==> src/pcs_pkg.sv <==
// Purpose: Constants and carrier types for the proximity calibration status register slice.
// Assumes: Byte-wide registers on a plain strobe port, one clock, active-low async reset.
// Notes:   Offsets are byte addresses on the plain register port.
//
// Behaviour
// RULE1 - Set offset-decremented flag when auto decrement is enabled and lowers the offset.
// RULE2 - Writing one to the offset-decremented flag clears it; zero leaves it.
// RULE3 - Clearing the auto decrement enable also clears the offset-decremented flag.
// RULE4 - Calibration status bit 0 mirrors the calibration interrupt flag.
// RULE5 - Calibration-done bit clears together with the calibration interrupt flag.
// RULE6 - Interrupt enable bit 5 selects level (0) or state (1) proximity interrupts.
// RULE7 - The mode decides when the proximity flag sets and raises its interrupt.
// RULE8 - Enables: proximity bit 4, saturation bit 3, calibration bit 2, zero bit 1.
// RULE9 - Two read-only lot code registers hold part-specific factory data.
// RULE10 - Host programs the factory test register to seven; it resets to zero.
// RULE11 - Host writes reserved bits with their reset default values.
// RULE12 - Calibration interrupt flag sets when offset calibration completes.
// RULE13 - Active-low interrupt drives while any enabled flag is set.
`default_nettype none

package pcs_pkg;

	localparam logic [7:0] PCS_ADDR_CAL_STAT  = 8'hdc;
	localparam logic [7:0] PCS_ADDR_IRQ_EN    = 8'hdd;
	localparam logic [7:0] PCS_ADDR_LOT_LOW   = 8'he5;
	localparam logic [7:0] PCS_ADDR_LOT_HIGH  = 8'he6;
	localparam logic [7:0] PCS_ADDR_TEST      = 8'hf9;
	localparam logic [7:0] PCS_ADDR_STATUS    = 8'hdf;
	localparam logic [7:0] PCS_ADDR_CAL_CFG   = 8'hd9;

	localparam int PCS_BIT_CAL_DONE   = 0;
	localparam int PCS_BIT_OFS_DEC    = 2;
	localparam int PCS_BIT_ZERO_EN    = 1;
	localparam int PCS_BIT_CAL_EN     = 2;
	localparam int PCS_BIT_SAT_EN     = 3;
	localparam int PCS_BIT_PROX_EN    = 4;
	localparam int PCS_BIT_PROX_MODE  = 5;
	localparam int PCS_BIT_AUTO_DEC   = 3;
	localparam int PCS_BIT_ST_ZERO    = 0;
	localparam int PCS_BIT_ST_CAL     = 3;
	localparam int PCS_BIT_ST_SAT     = 4;
	localparam int PCS_BIT_ST_PROX    = 5;

	localparam logic [7:0] PCS_RST_CAL_CFG = 8'h50;
	localparam logic [7:0] PCS_RST_ZERO    = 8'h00;
	localparam logic [7:0] PCS_LOT_LOW_DEF  = 8'h5a;
	localparam logic [7:0] PCS_LOT_HIGH_DEF = 8'ha5;

	typedef struct packed {
		logic [7:0] addr;
		logic [7:0] wdata;
		logic       wr;
		logic       rd;
	} pcs_req_t;

	typedef struct packed {
		logic cal_done;
		logic ofs_dec;
		logic prox_above;
		logic prox_below;
		logic prox_sat;
		logic zero_det;
	} pcs_evt_t;

endpackage : pcs_pkg

`default_nettype wire

==> src/pcs_regs.sv <==
// Purpose: Calibration status, interrupt enable, lot code and test registers.
// Assumes: Events come from engines on mclk; the zero-detect flag comes from a pin.
// Notes:   Read data appear the cycle after the read strobe, and only then.
//
// The implementer's own choice: the strobed register port.
`default_nettype none

module pcs_regs (
	input  wire logic             mclk,       // Clock, 250 MHz.
	input  wire logic             rst_b,      // Async reset, active low.
	input  wire logic             ce,         // Clock enable; freezes all state.
	input  wire pcs_pkg::pcs_req_t req,       // Register request.
	input  wire pcs_pkg::pcs_evt_t evt,       // Engine event pulses.
	input  wire logic             zero_pin,   // Zero-detect level from outside.
	output var  logic [7:0]       rdata,      // Read data.
	output var  logic [7:0]       ofs_dec_en, // Auto decrement enable copy, bit 0.
	output var  logic             irq_b,      // Interrupt, active low.
	output var  logic             irq_oe_b,   // Open-drain enable, low drives.
	output var  logic [7:0]       test_val    // Factory test setting.
);
	import pcs_pkg::*;

	// ****************************************
	// State
	// ****************************************
	typedef struct packed {
		logic [7:0] cal_cfg;
		logic [7:0] irq_en;
		logic [7:0] test;
		logic [7:0] rdata;
		logic       cal_irq;
		logic       ofs_dec;
		logic       prox_irq;
		logic       sat_irq;
		logic       zero_irq;
		logic       zero_prev;
		logic       prox_near;
		logic       irq_b;
		logic [7:0] dec_en;
	} pcs_st_t;

	pcs_st_t st_q;
	pcs_st_t st_d;
	logic    zero_lvl;

	function automatic logic hit(input logic [7:0] a, input logic [7:0] b, input logic s);
		hit = s && (a == b);
	endfunction

	pcs_sync u_zero_sync (
		.mclk  (mclk),
		.rst_b (rst_b),
		.ce    (ce),
		.din   (zero_pin),
		.dout  (zero_lvl)
	);

	// ****************************************
	// Next state
	// ****************************************
	always_comb begin
		logic w_stat;
		logic w_main;
		logic prox_ev;
		st_d    = st_q;
		prox_ev = 1'b0;
		w_stat  = hit(req.addr, PCS_ADDR_CAL_STAT, req.wr);
		w_main = hit(req.addr, PCS_ADDR_STATUS, req.wr);

		if (hit(req.addr, PCS_ADDR_IRQ_EN, req.wr)) begin
			st_d.irq_en = req.wdata; // RULE8
		end
		if (hit(req.addr, PCS_ADDR_TEST, req.wr)) begin
			st_d.test = req.wdata;
		end
		if (hit(req.addr, PCS_ADDR_CAL_CFG, req.wr)) begin
			st_d.cal_cfg = req.wdata;
		end

		// Writing one clears a flag; a same-cycle event still wins.
		if (w_stat && req.wdata[PCS_BIT_OFS_DEC]) begin
			st_d.ofs_dec = 1'b0; // RULE2
		end
		if (!st_d.cal_cfg[PCS_BIT_AUTO_DEC]) begin
			st_d.ofs_dec = 1'b0; // RULE3
		end else if (evt.ofs_dec) begin
			st_d.ofs_dec = 1'b1; // RULE1
		end

		if (w_main) begin
			if (req.wdata[PCS_BIT_ST_CAL]) st_d.cal_irq = 1'b0; // RULE5
			if (req.wdata[PCS_BIT_ST_PROX]) st_d.prox_irq = 1'b0;
			if (req.wdata[PCS_BIT_ST_SAT]) st_d.sat_irq = 1'b0;
			if (req.wdata[PCS_BIT_ST_ZERO]) st_d.zero_irq = 1'b0;
		end
		if (evt.cal_done) begin
			st_d.cal_irq = 1'b1; // RULE12
		end

		// Level mode flags every cycle outside the window; state mode only on a change of state.
		if (evt.prox_above) begin
			st_d.prox_near = 1'b1;
		end else if (evt.prox_below) begin
			st_d.prox_near = 1'b0;
		end
		if (st_q.irq_en[PCS_BIT_PROX_MODE]) begin // RULE6
			prox_ev = (evt.prox_above && !st_q.prox_near) || (evt.prox_below && st_q.prox_near);
		end else begin
			prox_ev = evt.prox_above || evt.prox_below;
		end
		if (prox_ev) begin
			st_d.prox_irq = 1'b1; // RULE7
		end
		if (evt.prox_sat) begin
			st_d.sat_irq = 1'b1;
		end
		st_d.zero_prev = zero_lvl;
		if (zero_lvl && !st_q.zero_prev) begin
			st_d.zero_irq = 1'b1;
		end

		st_d.rdata = 8'h00;
		if (req.rd) begin
			case (req.addr)
				PCS_ADDR_CAL_STAT: begin
					st_d.rdata[PCS_BIT_OFS_DEC]  = st_q.ofs_dec;
					st_d.rdata[PCS_BIT_CAL_DONE] = st_q.cal_irq; // RULE4
				end
				PCS_ADDR_IRQ_EN:   st_d.rdata = st_q.irq_en;
				PCS_ADDR_CAL_CFG:  st_d.rdata = st_q.cal_cfg;
				PCS_ADDR_LOT_LOW:  st_d.rdata = PCS_LOT_LOW_DEF; // RULE9
				PCS_ADDR_LOT_HIGH: st_d.rdata = PCS_LOT_HIGH_DEF; // RULE9
				PCS_ADDR_TEST:     st_d.rdata = st_q.test;
				PCS_ADDR_STATUS: begin
					st_d.rdata[PCS_BIT_ST_PROX] = st_q.prox_irq;
					st_d.rdata[PCS_BIT_ST_SAT]  = st_q.sat_irq;
					st_d.rdata[PCS_BIT_ST_CAL]  = st_q.cal_irq;
					st_d.rdata[PCS_BIT_ST_ZERO] = st_q.zero_irq;
				end
				default:           st_d.rdata = 8'h00;
			endcase
		end

		st_d.irq_b = !((st_d.prox_irq && st_d.irq_en[PCS_BIT_PROX_EN])
			|| (st_d.sat_irq && st_d.irq_en[PCS_BIT_SAT_EN])
			|| (st_d.cal_irq && st_d.irq_en[PCS_BIT_CAL_EN])
			|| (st_d.zero_irq && st_d.irq_en[PCS_BIT_ZERO_EN])); // RULE13
		st_d.dec_en = {7'h00, st_d.cal_cfg[PCS_BIT_AUTO_DEC]};
	end

	always_ff @(posedge mclk or negedge rst_b) begin
		if (!rst_b) begin
			st_q         <= '0;
			st_q.cal_cfg <= PCS_RST_CAL_CFG;
			st_q.irq_b   <= 1'b1;
		end else if (ce) begin
			st_q <= st_d;
		end
	end

	assign rdata      = st_q.rdata;
	assign ofs_dec_en = st_q.dec_en;
	assign irq_b      = st_q.irq_b;
	assign irq_oe_b   = st_q.irq_b;
	assign test_val   = st_q.test;
endmodule // pcs_regs

`default_nettype wire

==> src/pcs_sync.sv <==
// Purpose: Four-flop input qualifier for a pin from outside the clock domain.
// Assumes: Input may change at any time relative to mclk.
// Notes:   Output only moves once the second and third stages agree.
`default_nettype none

module pcs_sync (
	input  wire logic mclk,   // Clock.
	input  wire logic rst_b,  // Async reset, active low.
	input  wire logic ce,     // Clock enable.
	input  wire logic din,    // Raw asynchronous input.
	output var  logic dout    // Qualified level.
);
	typedef struct packed {
		logic s1;
		logic s2;
		logic s3;
		logic q;
	} pcs_sync_st_t;

	pcs_sync_st_t st_q;
	pcs_sync_st_t st_d;

	always_comb begin
		st_d    = st_q;
		st_d.s1 = din;
		st_d.s2 = st_q.s1;
		st_d.s3 = st_q.s2;
		if (st_q.s2 == st_q.s3) begin
			st_d.q = st_q.s3;
		end
	end

	always_ff @(posedge mclk or negedge rst_b) begin
		if (!rst_b) begin
			st_q <= '0;
		end else if (ce) begin
			st_q <= st_d;
		end
	end

	assign dout = st_q.q;
endmodule // pcs_sync

`default_nettype wire

==> config.mk <==
export PLATFORM = sky130hd
export DESIGN_NAME = pcs_regs
export DESIGN_NICKNAME = d
export VERILOG_FILES = /design/src/pcs_pkg.sv /design/src/pcs_regs.sv /design/src/pcs_sync.sv
export SDC_FILE = /design/constraint.sdc
export NUM_CORES = 1
export LEC_CHECK = 0
export ABC_AREA = 1
export BUFFER_PORTS_ARGS = -buffer_cell sky130_fd_sc_hd__buf_4
export CAP_MARGIN = 20
export CORE_AREA = 2 2 67 82
export CTS_BUF_LIST = sky130_fd_sc_hd__clkbuf_4
export DETAILED_ROUTE_END_ITERATION = 10
export DIE_AREA = 0 0 69 84
export PLACE_DENSITY = 0.75
export SLEW_MARGIN = 5
export SYNTH_ARGS = -nofsm -noshare
export SYNTH_HDL_FRONTEND = slang
export SYNTH_SLANG_ARGS = --single-unit
==> constraint.sdc <==
create_clock -name mclk -period 2.3 [get_ports mclk]
set_input_delay 0.46 -clock mclk [delete_from_list [all_inputs] [get_ports mclk]]
set_output_delay 0.46 -clock mclk [all_outputs]
set_load 0.03 [all_outputs]
Yosys cells after proc, flatten, opt, wreduce, memory -nomap -nowiden
Cells that the tools add are included.

Word-level logic and storage cells: 79. Input port bits: 28. Bits in writable memories: 0. Latch bits: 0. Memories: 0. Flip-flop bits (word level): 44. Bits in read-only memories: 0. Output and inout port bits: 26.

Bitwise logic cells: 0. Muxes and demuxes: 24. Add/subtract/negate cells: 0. Shift operators: 0. Reductions and logical operators: 28. Divide/modulo/power cells: 0. Multipliers: 0. Magnitude comparators: 0. Eq/ne operators: 9.

Operators by type and width (number): $eq 8x8->1 const B (7); $pmux 3 s6 (1); $mux 1 (15); $logic_and 1x1->1 (13); $reduce_and 2->1 (6); $pmux 2 s5 (1); $mux 8 (1); $pmux 1 s6 (1); $logic_or 1x1->1 (5); $mux 5 (1); $pmux 1 s5 (1); $mux 4 (1); $pmux 1 s4 (1); $logic_not 1->1 (3); $mux 3 (1); $ne 3x2->1 const B (1); $reduce_bool 2->1 (1); $eq 1x1->1 (1).

Logic depth before layout (Yosys ltp)
Gate-level depths: netlist of the first run.

Depth after elaboration: 10. Depth in mapped cells: 12. Mapped depth without buffers: 12.

Cells and area by module
Synthesis of the first run repeated with hierarchy kept, for this count alone.

Cells, all modules: 344. Area total of the unflattened synthesis: 2572.5 um^2.

Modules (own cells, without submodules): pcs_regs (cells an instance 324, seq. area each 1004.7 um^2, instances 1, area each 2408.6 um^2); pcs_sync (cells an instance 20, seq. area each 100.1 um^2, instances 1, area each 163.9 um^2).

Worst setup path after synthesis of the first run
Ideal clock, no wire load.

Path type: input port to flip-flop. Start point: input req[16] (netlist bit). End point: register st_q (netlist bit test_val[4]). Path buffers: 1. Stages on the path: 7. Data arrival time: 1431 ps. Slack: 743 ps. Path through: nand2_1 -> nor2_2 -> nand2_2 -> clkinv_2 -> nand2_2 -> buf_6 -> mux2_4.

Longest elaborated chain between the ends: 3.

Ends and longest elaborated chain: start: declaration (line pcs_regs.sv:12) `input wire pcs_pkg::pcs_req_t req,`; $eq 8x8->1 (line pcs_regs.sv:47) `hit = s && (a == b);`; $logic_and 1x1->1 (line pcs_regs.sv:47); $reduce_and 2->1 (no line); end signal: assignment (line pcs_regs.sv:157) `st_q <= st_d;`; end: declaration (line pcs_regs.sv:42) `pcs_st_t st_q;`.

No other way between the ends. A chain may end at the register's enable or synchronous reset.

Worst setup path after layout of the first run
Start point: input req[16] (netlist bit). End point: register st_q[41] (netlist bit).

Same word-level chain as after synthesis.

==> results of run 1 <==
-- per-stage QoR --
step | instance area, µm² | power, mW | setup slack (ns) | util [%] | hold slack (ns)
after global routing | 2860 | 1.66 | 0.552 | 56.2 | 0.0982
after detailed placement | 2780 | 1.11 | 0.327 | 54.7 | 0.470
after CTS | 2860 | 1.60 | 0.711 | 56.2 | 0.0790
after floorplan | 2580 | 1.02 | 0.743 | - | 0.164
after global placement | 2780 | 1.10 | 0.327 | 54.7 | 0.464
final | 2860 | 1.58 | 0.700 | 56.2 | 0.0651
-- placed cells by master, fill, tap and decap left out --
cell type   n
nand3b_1    2
nand2_1    93
nand3_1    16
o21ai_1    10
mux2_4      2
nand2_2     7
mux2i_1     7
nor2_1     10
mux2_2      2
o21a_1      1
a21o_1      1
dfstp_2     3
inv_1      33
a22oi_1     1
buf_4      47
o21bai_1    1
clkinv_1    1
nand3_2     2
or2_1       1
inv_2       5
o211ai_1    1
a21oi_1     5
clkinv_2    2
nor3_1      1
nor2_8      1
nor2_4      3
conb_1      7
clkbuf_4    6
o21ai_0    22
nor2_2      2
nor3_2      2
nand4_1    12
dfrtp_1    41
bufinv_16   1
-- power groups by stage --
stage          clock, mW  sequential, mW  combinational, mW
2_1_floorplan          0           0.861              0.157
3_3_place_gp           0           0.860              0.238
3_5_place_dp           0           0.862              0.243
4_1_cts            0.506           0.848              0.244
5_1_grt            0.534           0.854              0.271
6_report           0.491           0.847              0.241
-- metal layers --
| metal | vias to the layer above | GRT usage, % | wire length, µm |
|---|---|---|---|
| met5 | - | 0 | 0 |
| met4 | 0 | 8.56 | 122 |
| met3 | 9 | 3.62 | 291 |
| met2 | 58 | 35.2 | 2830 |
| met1 | 949 | 27.8 | 2520 |
| li1 | 1056 | - | - |
-- critical path, stage by stage --
cell and delay (ns):
buf_4 0.08, nand2_1 0.14, nor2_8 0.29, nand2_2 0.11
nor2_4 0.26, nand2_2 0.25, o21ai_0 0.21, inv_1 0.05
-- flip-flops by register name (all words and copies together) (netlist names) --
name / count
st_q: 23
rdata: 8
u_zero_sync.st_d: 2
u_zero_sync.dout: 1
test_val: 8
u_zero_sync.st_q: 1
irq_b: 1
-- worst paths after layout --
| check | to | slack (ns) | depth (start not counted) |
|---|---|---|---|
| min in group mclk | u_zero_sync.st_d[2]$_DFFE_PN0P_ | 0.29 | 3 |
| worst min-delay path | test_val[6]$_DFFE_PN0P_ | 0.07 | 1 |
| worst max register to register | rdata[0]$_DFFE_PN0P_ | 1.18 | 6 |
| worst max-delay path | st_q[41]$_DFFE_PN0P_ | 0.70 | 8 |
| max in group asynchronous | irq_b$_DFFE_PN1P_ | 1.83 | 1 |
| worst min register to register | irq_b$_DFFE_PN1P_ | 0.49 | 2 |
-- logic make-up (layout without fill, tap and decap cells) --
logic type,after synthesis,count (layout),share of synthesized area (%)
other,1,7,0.147
AO/OA/AOI/OAI,42,42,8.72
flip-flops,44,44,43.2
AND/OR/NAND/NOR,152,152,28.1
multiplexers,11,11,4.80
buffers and inverters,72,95,15.0
-- layout make-up --
type	count	share of cell area (%)
clock inverter	2	1.23
timing repair buffer	47	12.4
tap	62	2.72
sequential	44	38.7
inverter	40	5.30
multi-input combinational	212	38.2
clock buffer	6	1.58
-- cell usage after synthesis, drive strengths merged --
library cell	n	area (µm²)
clkinv	2	8.75
mux2i	7	70.1
inv	38	143
o21bai	1	7.51
o211ai	1	7.51
nand4	12	75.1
or2	1	6.26
nand3	18	100
o21ai	32	160
a22oi	1	7.51
a21o	1	7.51
nor3	3	25.0
mux2	4	52.6
dfstp	3	78.8
nor2	16	104
o21a	1	7.51
a21oi	5	25.0
nand2	100	393
dfrtp	41	1030
clkbuf	3	11.3
nand3b	2	15.0
conb	1	3.75
buf	29	220
==> reports/summary.txt, run 1 <==
Period utilisation layout = 69.6%
Initial DRT Pass Iterations = 4
Outcome = complete, no violations
RR Startpoint = st_q[11]$_DFFE_PN0P_
Maximum buffer depth of the clock tree = 2
Finished Layout Cells = 413
Post-route ant nets = 0
Fin. Hold Viols = 0
Post-CTS Setup Inserts = 0
CP startpoint kind = input port
Gate power share = 15.3%
CTS resizes = 0
Post-synthesis sequential area ratio = 43.2%
Placeable Area = 5080 µm²
H-tree levels = 2
Grt ovf = 0
Inst Count DP = 405
Kind of critical path = input port to flip-flop
Fraction of layout cells with a size suffix above 1 = 24.2%
Routed WL per cell = 14.0 µm
# DRC = 0
CTS sink count = 44
Clock Skew = 0.0179 ns
Worst Setup End Kind = flip-flop
Actual slew at the worst max-slew pin = 0.567 ns
Crit Path Max Fanout = 18
Total number of yosys warnings = 0
CTS root buf = clkbuf_4
Internal = 1.14 mW
Max Cap Viol = 0
Arr. time, crit path = 1.86 ns
Largest net degree at the start of global routing = 45
Vias/cell = 5.02
P per Cell Area = 553 nW/µm²
Post-CTS Hold Fix Bufs = 0
1st-iter DRT viols = 80
Post-DP HPWL = 4330 µm
Clock Power Share = 31.1%
Total Nets Final = 378
Distinct cells, synth = 35
Seq pwr share = 53.6%
Worst setup path start = req[16]
Syn-to-layout area delta = 11.8%
Core Rows = 29
RSZ-0062 raised after global routing = false
Fmax = 625 MHz
Required @ worst endpoint = 2.56 ns
Post-Syn Area = 2550 µm²
Worst hold path class = input port to asynchronous set/reset pin
Relative slew margins = 62.2%
Switch share = 27.5%
Final TNS setup = 0 ns
Synth Register Bits = 44
Max IR drop VDD = 373 µV
CTS tree = done
Fin crit period = 1.60 ns
Initial Util = 50.3%
Inserted Clock Buffers = 5
Routed Wire Length = 5770 µm
First-pass GRT wire length = 9710 µm
Ports = 54
Total number of vias = 2072
Sw Pwr = 435 µW
Skew-Pair Late Insertion Delay = 0.37 ns
GR Util All Layers = 21.4%
Initial antenna violation count = 0
Full die area = 5800 µm²
Cell count after synthesis = 322
Setup Viol. Count Final = 0
Area of the multi-input gates = 1090 µm²
Vias in the first global route = 1947
Slew Viols, Final = 0
Die W = 69 µm
Antenna Cells = 0
Clk pin slew, worst setup/hold paths = 0.13 ns
Syn Area/Cell = 7.93 µm²
Die Span Y = 84 µm
Fillers = 515
Leakage = 1.61 nW
Placer Congestion = 0.933
FF+latch area = 1100 µm²
Port Buffer Count = 45
Note: power is estimated with default switching activity, not from simulation.
==> run 2: changes to the inputs <==
--- a/config.mk
+++ b/config.mk
@@ -8,11 +8,11 @@
 export ABC_AREA = 1
 export BUFFER_PORTS_ARGS = -buffer_cell sky130_fd_sc_hd__buf_4
 export CAP_MARGIN = 20
-export CORE_AREA = 2 2 67 82
+export CORE_AREA = 2 2 68 83
 export CTS_BUF_LIST = sky130_fd_sc_hd__clkbuf_4
 export DETAILED_ROUTE_END_ITERATION = 10
-export DIE_AREA = 0 0 69 84
-export PLACE_DENSITY = 0.75
+export DIE_AREA = 0 0 70 85
+export PLACE_DENSITY = 0.76
 export SLEW_MARGIN = 5
 export SYNTH_ARGS = -nofsm -noshare
 export SYNTH_HDL_FRONTEND = slang
==> constraint.sdc (replaced) <==
create_clock -name mclk -period 1.43 [get_ports mclk]
set_input_delay 0.286 -clock mclk [delete_from_list [all_inputs] [get_ports mclk]]
set_output_delay 0.286 -clock mclk [all_outputs]
set_load 0.03 [all_outputs]
==> run 2 against run 1 <==
Against the previous run: final cell count up 5.8%; sequential cell count unchanged; sequential power up 62%; worst setup slack worse by 0.63 ns; critical path type is now flip-flop to output pin; worst hold slack better by 0.052 ns; critical endpoint is now irq_b; combinational power up 71%; register-to-register slack worse by 0.91 ns.
==> reports/summary.txt, run 2 (synthesized netlist as in run 1, its figures left out) <==
Syn-to-layout area delta = 18.0%
Fmax = 732 MHz
Relative slew margins = 63.4%
Period utilisation layout = 95.5%
Finished Layout Cells = 437
Worst R2R Path Depth = 7
Actual slew at the worst max-slew pin = 0.549 ns
RR Startpoint = st_q[9]$_DFFE_PN0P_
Fillers = 502
Most common cell after layout, fill and taps aside = nand2_1
Die W = 70 µm
RSZ-0062 raised after global routing = false
Final worst setup slack = 0.0648 ns
Max Cap Viol = 0
Routed Wire Length = 5830 µm
Worst r2r dst = irq_b$_DFFE_PN1P_
P per Cell Area = 786 nW/µm²
Slew Viols, Final = 0
Arr. time, crit path = 1.08 ns
Grt ovf = 0
CTS sink count = 44
Initial antenna violation count = 0
Worst setup path start = irq_b$_DFFE_PN1P_
Post-CTS Setup Inserts = 0
Max IR drop VDD = 474 µV
Area of the multi-input gates = 1090 µm²
Antenna Cells = 0
Fin crit period = 1.37 ns
Setup Viol. Count Final = 0
Routed WL per cell = 13.3 µm
Post-DP HPWL = 4550 µm
Cell Chain, Critical Path = buf_4
Worst Setup End Kind = output pin
CTS root buf = clkbuf_4
Kind of critical path = flip-flop to output pin
Final Cell Area = 3020 µm²
Clock Skew = 0.0151 ns
1st-iter DRT viols = 112
Total Nets Final = 402
Placer Congestion = 0.922
Vias/cell = 5.02
Die Span Y = 85 µm
CP top delay family = flip-flops
CTS tree = done
Most frequent cells in the layout = nand2_1 (93), buf_4 (70), dfrtp_1 (41)
Worst path slowest cell = dfstp_2
Core Rows = 29
# DRC = 0
CTS resizes = 0
Worst path bufs/invs = 1
Inserted Clock Buffers = 5
Biggest register = st_q
Placeable Area = 5150 µm²
Skew-Pair Late Insertion Delay = 0.36 ns
Required @ worst endpoint = 1.14 ns
Largest net degree at the start of global routing = 45
GR Util All Layers = 20.9%
Initial Util = 49.6%
Clk pin slew, worst setup/hold paths = 0.13 ns
Final Util = 58.5%
Reg-to-reg slack, setup = 0.27 ns
Fin. Hold Viols = 0
Outcome = complete, no violations
Full die area = 5950 µm²
CP max stage delay = 0.56 ns
Initial DRT Pass Iterations = 4
Post-DP Area = 2950 µm²
Worst hold path class = input port to flip-flop
Crit Path Max Fanout = 3
H-tree levels = 2
Vias in the first global route = 2082
CP startpoint kind = flip-flop
Leakage = 1.71 nW
CP endpoint = irq_b
Total Power = 2.37 mW
FF+latch area = 1100 µm²
First-pass GRT wire length = 9700 µm
Pre-CTS WS = -0.138 ns
Total number of vias = 2193
Fraction of layout cells with a size suffix above 1 = 28.8%
Post-route ant nets = 0
Inst Count DP = 428
Port Buffer Count = 45
Crit path depth = 1
Ports = 54
Number of flip-flops in the largest register = 23
Maximum buffer depth of the clock tree = 2
[run 2: cell types whose count changed in the layout (fill, tap and decap cells not counted)]
cell           delta
buf_4            +23
bufinv_16         -1
clkbuf_4          -1
clkinv_2          +1
clkinv_4          +1
dlygate4sd3_1     +1
[run 2: timing repair]
item	CTS	global route
endpoints found under the setup margin	0	0
hold buffers	1	0
hold endpoints to repair	41	0
[run 2: final cells by class]
class / instances / share of cell area (%)
Inverter: 40 / 5.02
Clock inverter: 3 / 0.622
Clock buffer: 5 / 1.24
Timing Repair Buffer: 71 / 17.8
Multi-Input combinational cell: 212 / 36.1
Sequential cell: 44 / 36.6
Tap cell: 62 / 2.57
[run 2: worst min-delay path, delay by kind of cell]
kind	cells	cell delay, ns
AND/OR/NAND/NOR	2	0.09
buffers and inverters	1	0.08
[run 2: worst min-delay path by stage]
| stage | startpoint | end | cells after the start |
|---|---|---|---|
| 3_5_place_dp | rst_b | st_q[9]$_DFFE_PN0P_ | 1 |
| 6_report | evt[4] | st_q[14]$_DFFE_PN0P_ | 3 |
| 5_1_grt | evt[4] | st_q[14]$_DFFE_PN0P_ | 3 |
| 2_1_floorplan | rst_b | rdata[0]$_DFFE_PN0P_ | 0 |
| 4_1_cts | evt[4] | st_q[14]$_DFFE_PN0P_ | 3 |
| 3_3_place_gp | rst_b | st_q[9]$_DFFE_PN0P_ | 1 |
[run 2: routing by layer]
| layer | part of all wire (%) | GRT usage, % | vias to the layer above |
|---|---|---|---|
| met3 | 5.6 | 3.56 | 8 |
| met1 | 44 | 27.5 | 1012 |
| met2 | 48 | 34.7 | 64 |
| met5 | 0 | 0 | - |
| met4 | 1.8 | 7.52 | 0 |
| li1 | - | - | 1109 |
[run 2: metrics by stage]
step	hold WS (ns)	TNS, ns
after global placement	0.303	-1.48
after global routing	0.104	0
after CTS	0.110	0
after floorplan	-0.00959	0
final	0.117	0
after detailed placement	0.314	-2.08
[run 2: power breakdown]
group	switching, mW	internal [mW]	total [mW]	leakage (nW)
clock network	0.405	0.189	0.594	0.0349
registers	0.0499	1.32	1.37	0.562
logic	0.255	0.157	0.411	1.12
==> run 3: changes to the inputs <==
--- a/config.mk
+++ b/config.mk
@@ -8,11 +8,13 @@
 export ABC_AREA = 1
 export BUFFER_PORTS_ARGS = -buffer_cell sky130_fd_sc_hd__buf_4
 export CAP_MARGIN = 20
-export CORE_AREA = 2 2 68 83
+export CORE_AREA = 2 2 67 82
 export CTS_BUF_LIST = sky130_fd_sc_hd__clkbuf_4
+export CTS_CLUSTER_DIAMETER = 60
 export DETAILED_ROUTE_END_ITERATION = 10
-export DIE_AREA = 0 0 70 85
-export PLACE_DENSITY = 0.76
+export DIE_AREA = 0 0 69 84
+export GPL_TIMING_DRIVEN = 0
+export PLACE_DENSITY = 0.75
 export SLEW_MARGIN = 5
 export SYNTH_ARGS = -nofsm -noshare
 export SYNTH_HDL_FRONTEND = slang
==> constraint.sdc (replaced) <==
create_clock -name mclk -period 1.7 [get_ports mclk]
set_input_delay 0.34 -clock mclk [delete_from_list [all_inputs] [get_ports mclk]]
set_output_delay 0.34 -clock mclk [all_outputs]
set_load 0.03 [all_outputs]
==> run 3 against run 2 <==
Against the previous run: combinational power fell by 12%; worst setup slack improved by 0.14 ns; highest routed layer unchanged; clock power fell by 11%; critical path depth up 1; sequential cell count is the same; sequential power shrank 16%; first-iteration DRC count up 7.1%.
==> reports/summary.txt, run 3 (synthesized netlist as in run 1, its figures left out) <==
Clk pin slew, worst setup/hold paths = 0.13 ns
Die W = 69 µm
Fin. Hold Viols = 0
Total number of vias = 2241
Most common cell after layout, fill and taps aside = nand2_1
Post-DP HPWL = 4820 µm
Total Power = 2.04 mW
Initial antenna violation count = 0
Fmax = 667 MHz
Port Buffer Count = 44
1st-iter DRT viols = 120
Die Span Y = 84 µm
Ports = 54
Initial DRT Pass Iterations = 4
Full die area = 5800 µm²
Outcome = complete, no violations
Worst path slowest cell = dfstp_2
Syn-to-layout area delta = 19.5%
H-tree levels = 2
Maximum buffer depth of the clock tree = 2
Top cell by count, worst path = buf_4
Slew Viols, Final = 0
Fillers = 511
GR Util All Layers = 23.6%
Final Cell Area = 3050 µm²
Total Nets Final = 408
Placer Congestion = 0.923
Skew-Pair Late Insertion Delay = 0.36 ns
Vias/cell = 5.06
P per Cell Area = 668 nW/µm²
Vias in the first global route = 2227
CTS root buf = clkbuf_4
Number of flip-flops in the largest register = 23
Worst hold path class = input port to flip-flop
CTS sink count = 44
First-pass GRT wire length = 10700 µm
Max IR drop VDD = 461 µV
RSZ-0062 raised after global routing = false
Setup Viol. Count Final = 0
Core Rows = 29
Largest net degree at the start of global routing = 45
Biggest register = st_q
Cell Chain, Critical Path = buf_4, buf_4
Post-DP Area = 2990 µm²
Grt ovf = 0
Fraction of layout cells with a size suffix above 1 = 29.1%
# DRC = 0
Inserted Clock Buffers = 5
Clock Skew = 0.0161 ns
Period utilisation layout = 88.2%
Post-CTS Setup Inserts = 0
Routed Wire Length = 6310 µm
Pre-CTS WS = -0.118 ns
Arr. time, crit path = 1.16 ns
Crit Path Max Fanout = 3
Max Cap Viol = 0
CP max stage delay = 0.56 ns
Worst Setup End Kind = output pin
Most frequent cells in the layout = nand2_1 (93), buf_4 (69), dfrtp_1 (41)
Initial Util = 50.3%
Post-route ant nets = 0
CTS tree = done
Routed WL per cell = 14.2 µm
Fin crit period = 1.50 ns
CP top delay family = flip-flops
Relative slew margins = 62.4%
Placeable Area = 5080 µm²
Required @ worst endpoint = 1.36 ns
CP startpoint kind = flip-flop
Worst path bufs/invs = 2
Actual slew at the worst max-slew pin = 0.564 ns
Kind of critical path = flip-flop to output pin
Final worst setup slack = 0.201 ns
Antenna Cells = 0
Leakage = 1.75 nW
-- run 3: stage by stage --
| step | hold slack, ns | cells | TNS [ns] | utilization (%) |
|---|---|---|---|---|
| 3_3_place_gp | 0.370 | 434 | -0.874 | 58.8 |
| 4_1_cts | 0.180 | 443 | 0 | 60.1 |
| 3_5_place_dp | 0.374 | 434 | -0.866 | 58.8 |
| 6_report | 0.173 | 443 | 0 | 60.1 |
| 5_1_grt | 0.193 | 443 | 0 | 60.1 |
| 2_1_floorplan | 0.0444 | 328 | 0 | - |
-- run 3: repair_timing --
| item | 4_1_cts | 5_1_grt |
|---|---|---|
| hold buffers | 1 | 0 |
| hold endpoints to repair | 41 | 0 |
| resized for setup | 0 | 0 |
-- run 3: final cells by class --
class | instances | area (µm²) | area share [%]
multi-input cells | 212 | 1090 | 35.7
plain buffers | 32 | 231 | 7.58
flip-flops and latches | 44 | 1100 | 36.2
well taps | 62 | 77.6 | 2.54
clock inverters | 1 | 5.00 | 0.164
clock buffers | 7 | 52.6 | 1.72
repair buffers | 45 | 340 | 11.1
inverters | 40 | 151 | 4.96
-- run 3: worst paths after layout --
check / from / to / slack, ns / cells past startpoint
setup / recovery: irq_b$_DFFE_PN1P_ / irq_oe_b / 0.20 / 2
hold / removal: req[4] / st_q[42]$_DFFE_PN0P_ / 0.17 / 3
setup reg to reg: st_q[37]$_DFFE_PN0P_ / irq_b$_DFFE_PN1P_ / 0.55 / 8
hold reg to reg: irq_b$_DFFE_PN1P_ / irq_b$_DFFE_PN1P_ / 0.49 / 2
max in group asynchronous: rst_b / st_q[10]$_DFFE_PN0P_ / 0.77 / 2
min in group asynchronous: rst_b / test_val[7]$_DFFE_PN0P_ / 0.53 / 2
-- run 3: worst register-to-register path, stage by stage, from the launching register on --
cell	delay [ns]
dfrtp_1	0.37
inv_1	0.07
nor2_1	0.09
nor2_1	0.05
nor3_1	0.23
nand2_1	0.09
nand2_1	0.06
nand4_1	0.08
nand2_1	0.07
-- run 3: layer usage --
metal | track usage (%) | up-vias | wire (µm)
li1 | - | 1117 | -
met1 | 30.9 | 1040 | 2740
met2 | 38.2 | 65 | 3020
met3 | 3.14 | 19 | 278
met4 | 11.8 | 0 | 269
met5 | 0 | - | 0
-- run 3: power breakdown --
part	leakage [nW]	internal, mW	switching [mW]
clock	0.0361	0.194	0.334
combinational	1.15	0.142	0.219
sequential	0.562	1.11	0.0417
total	1.75	1.44	0.595
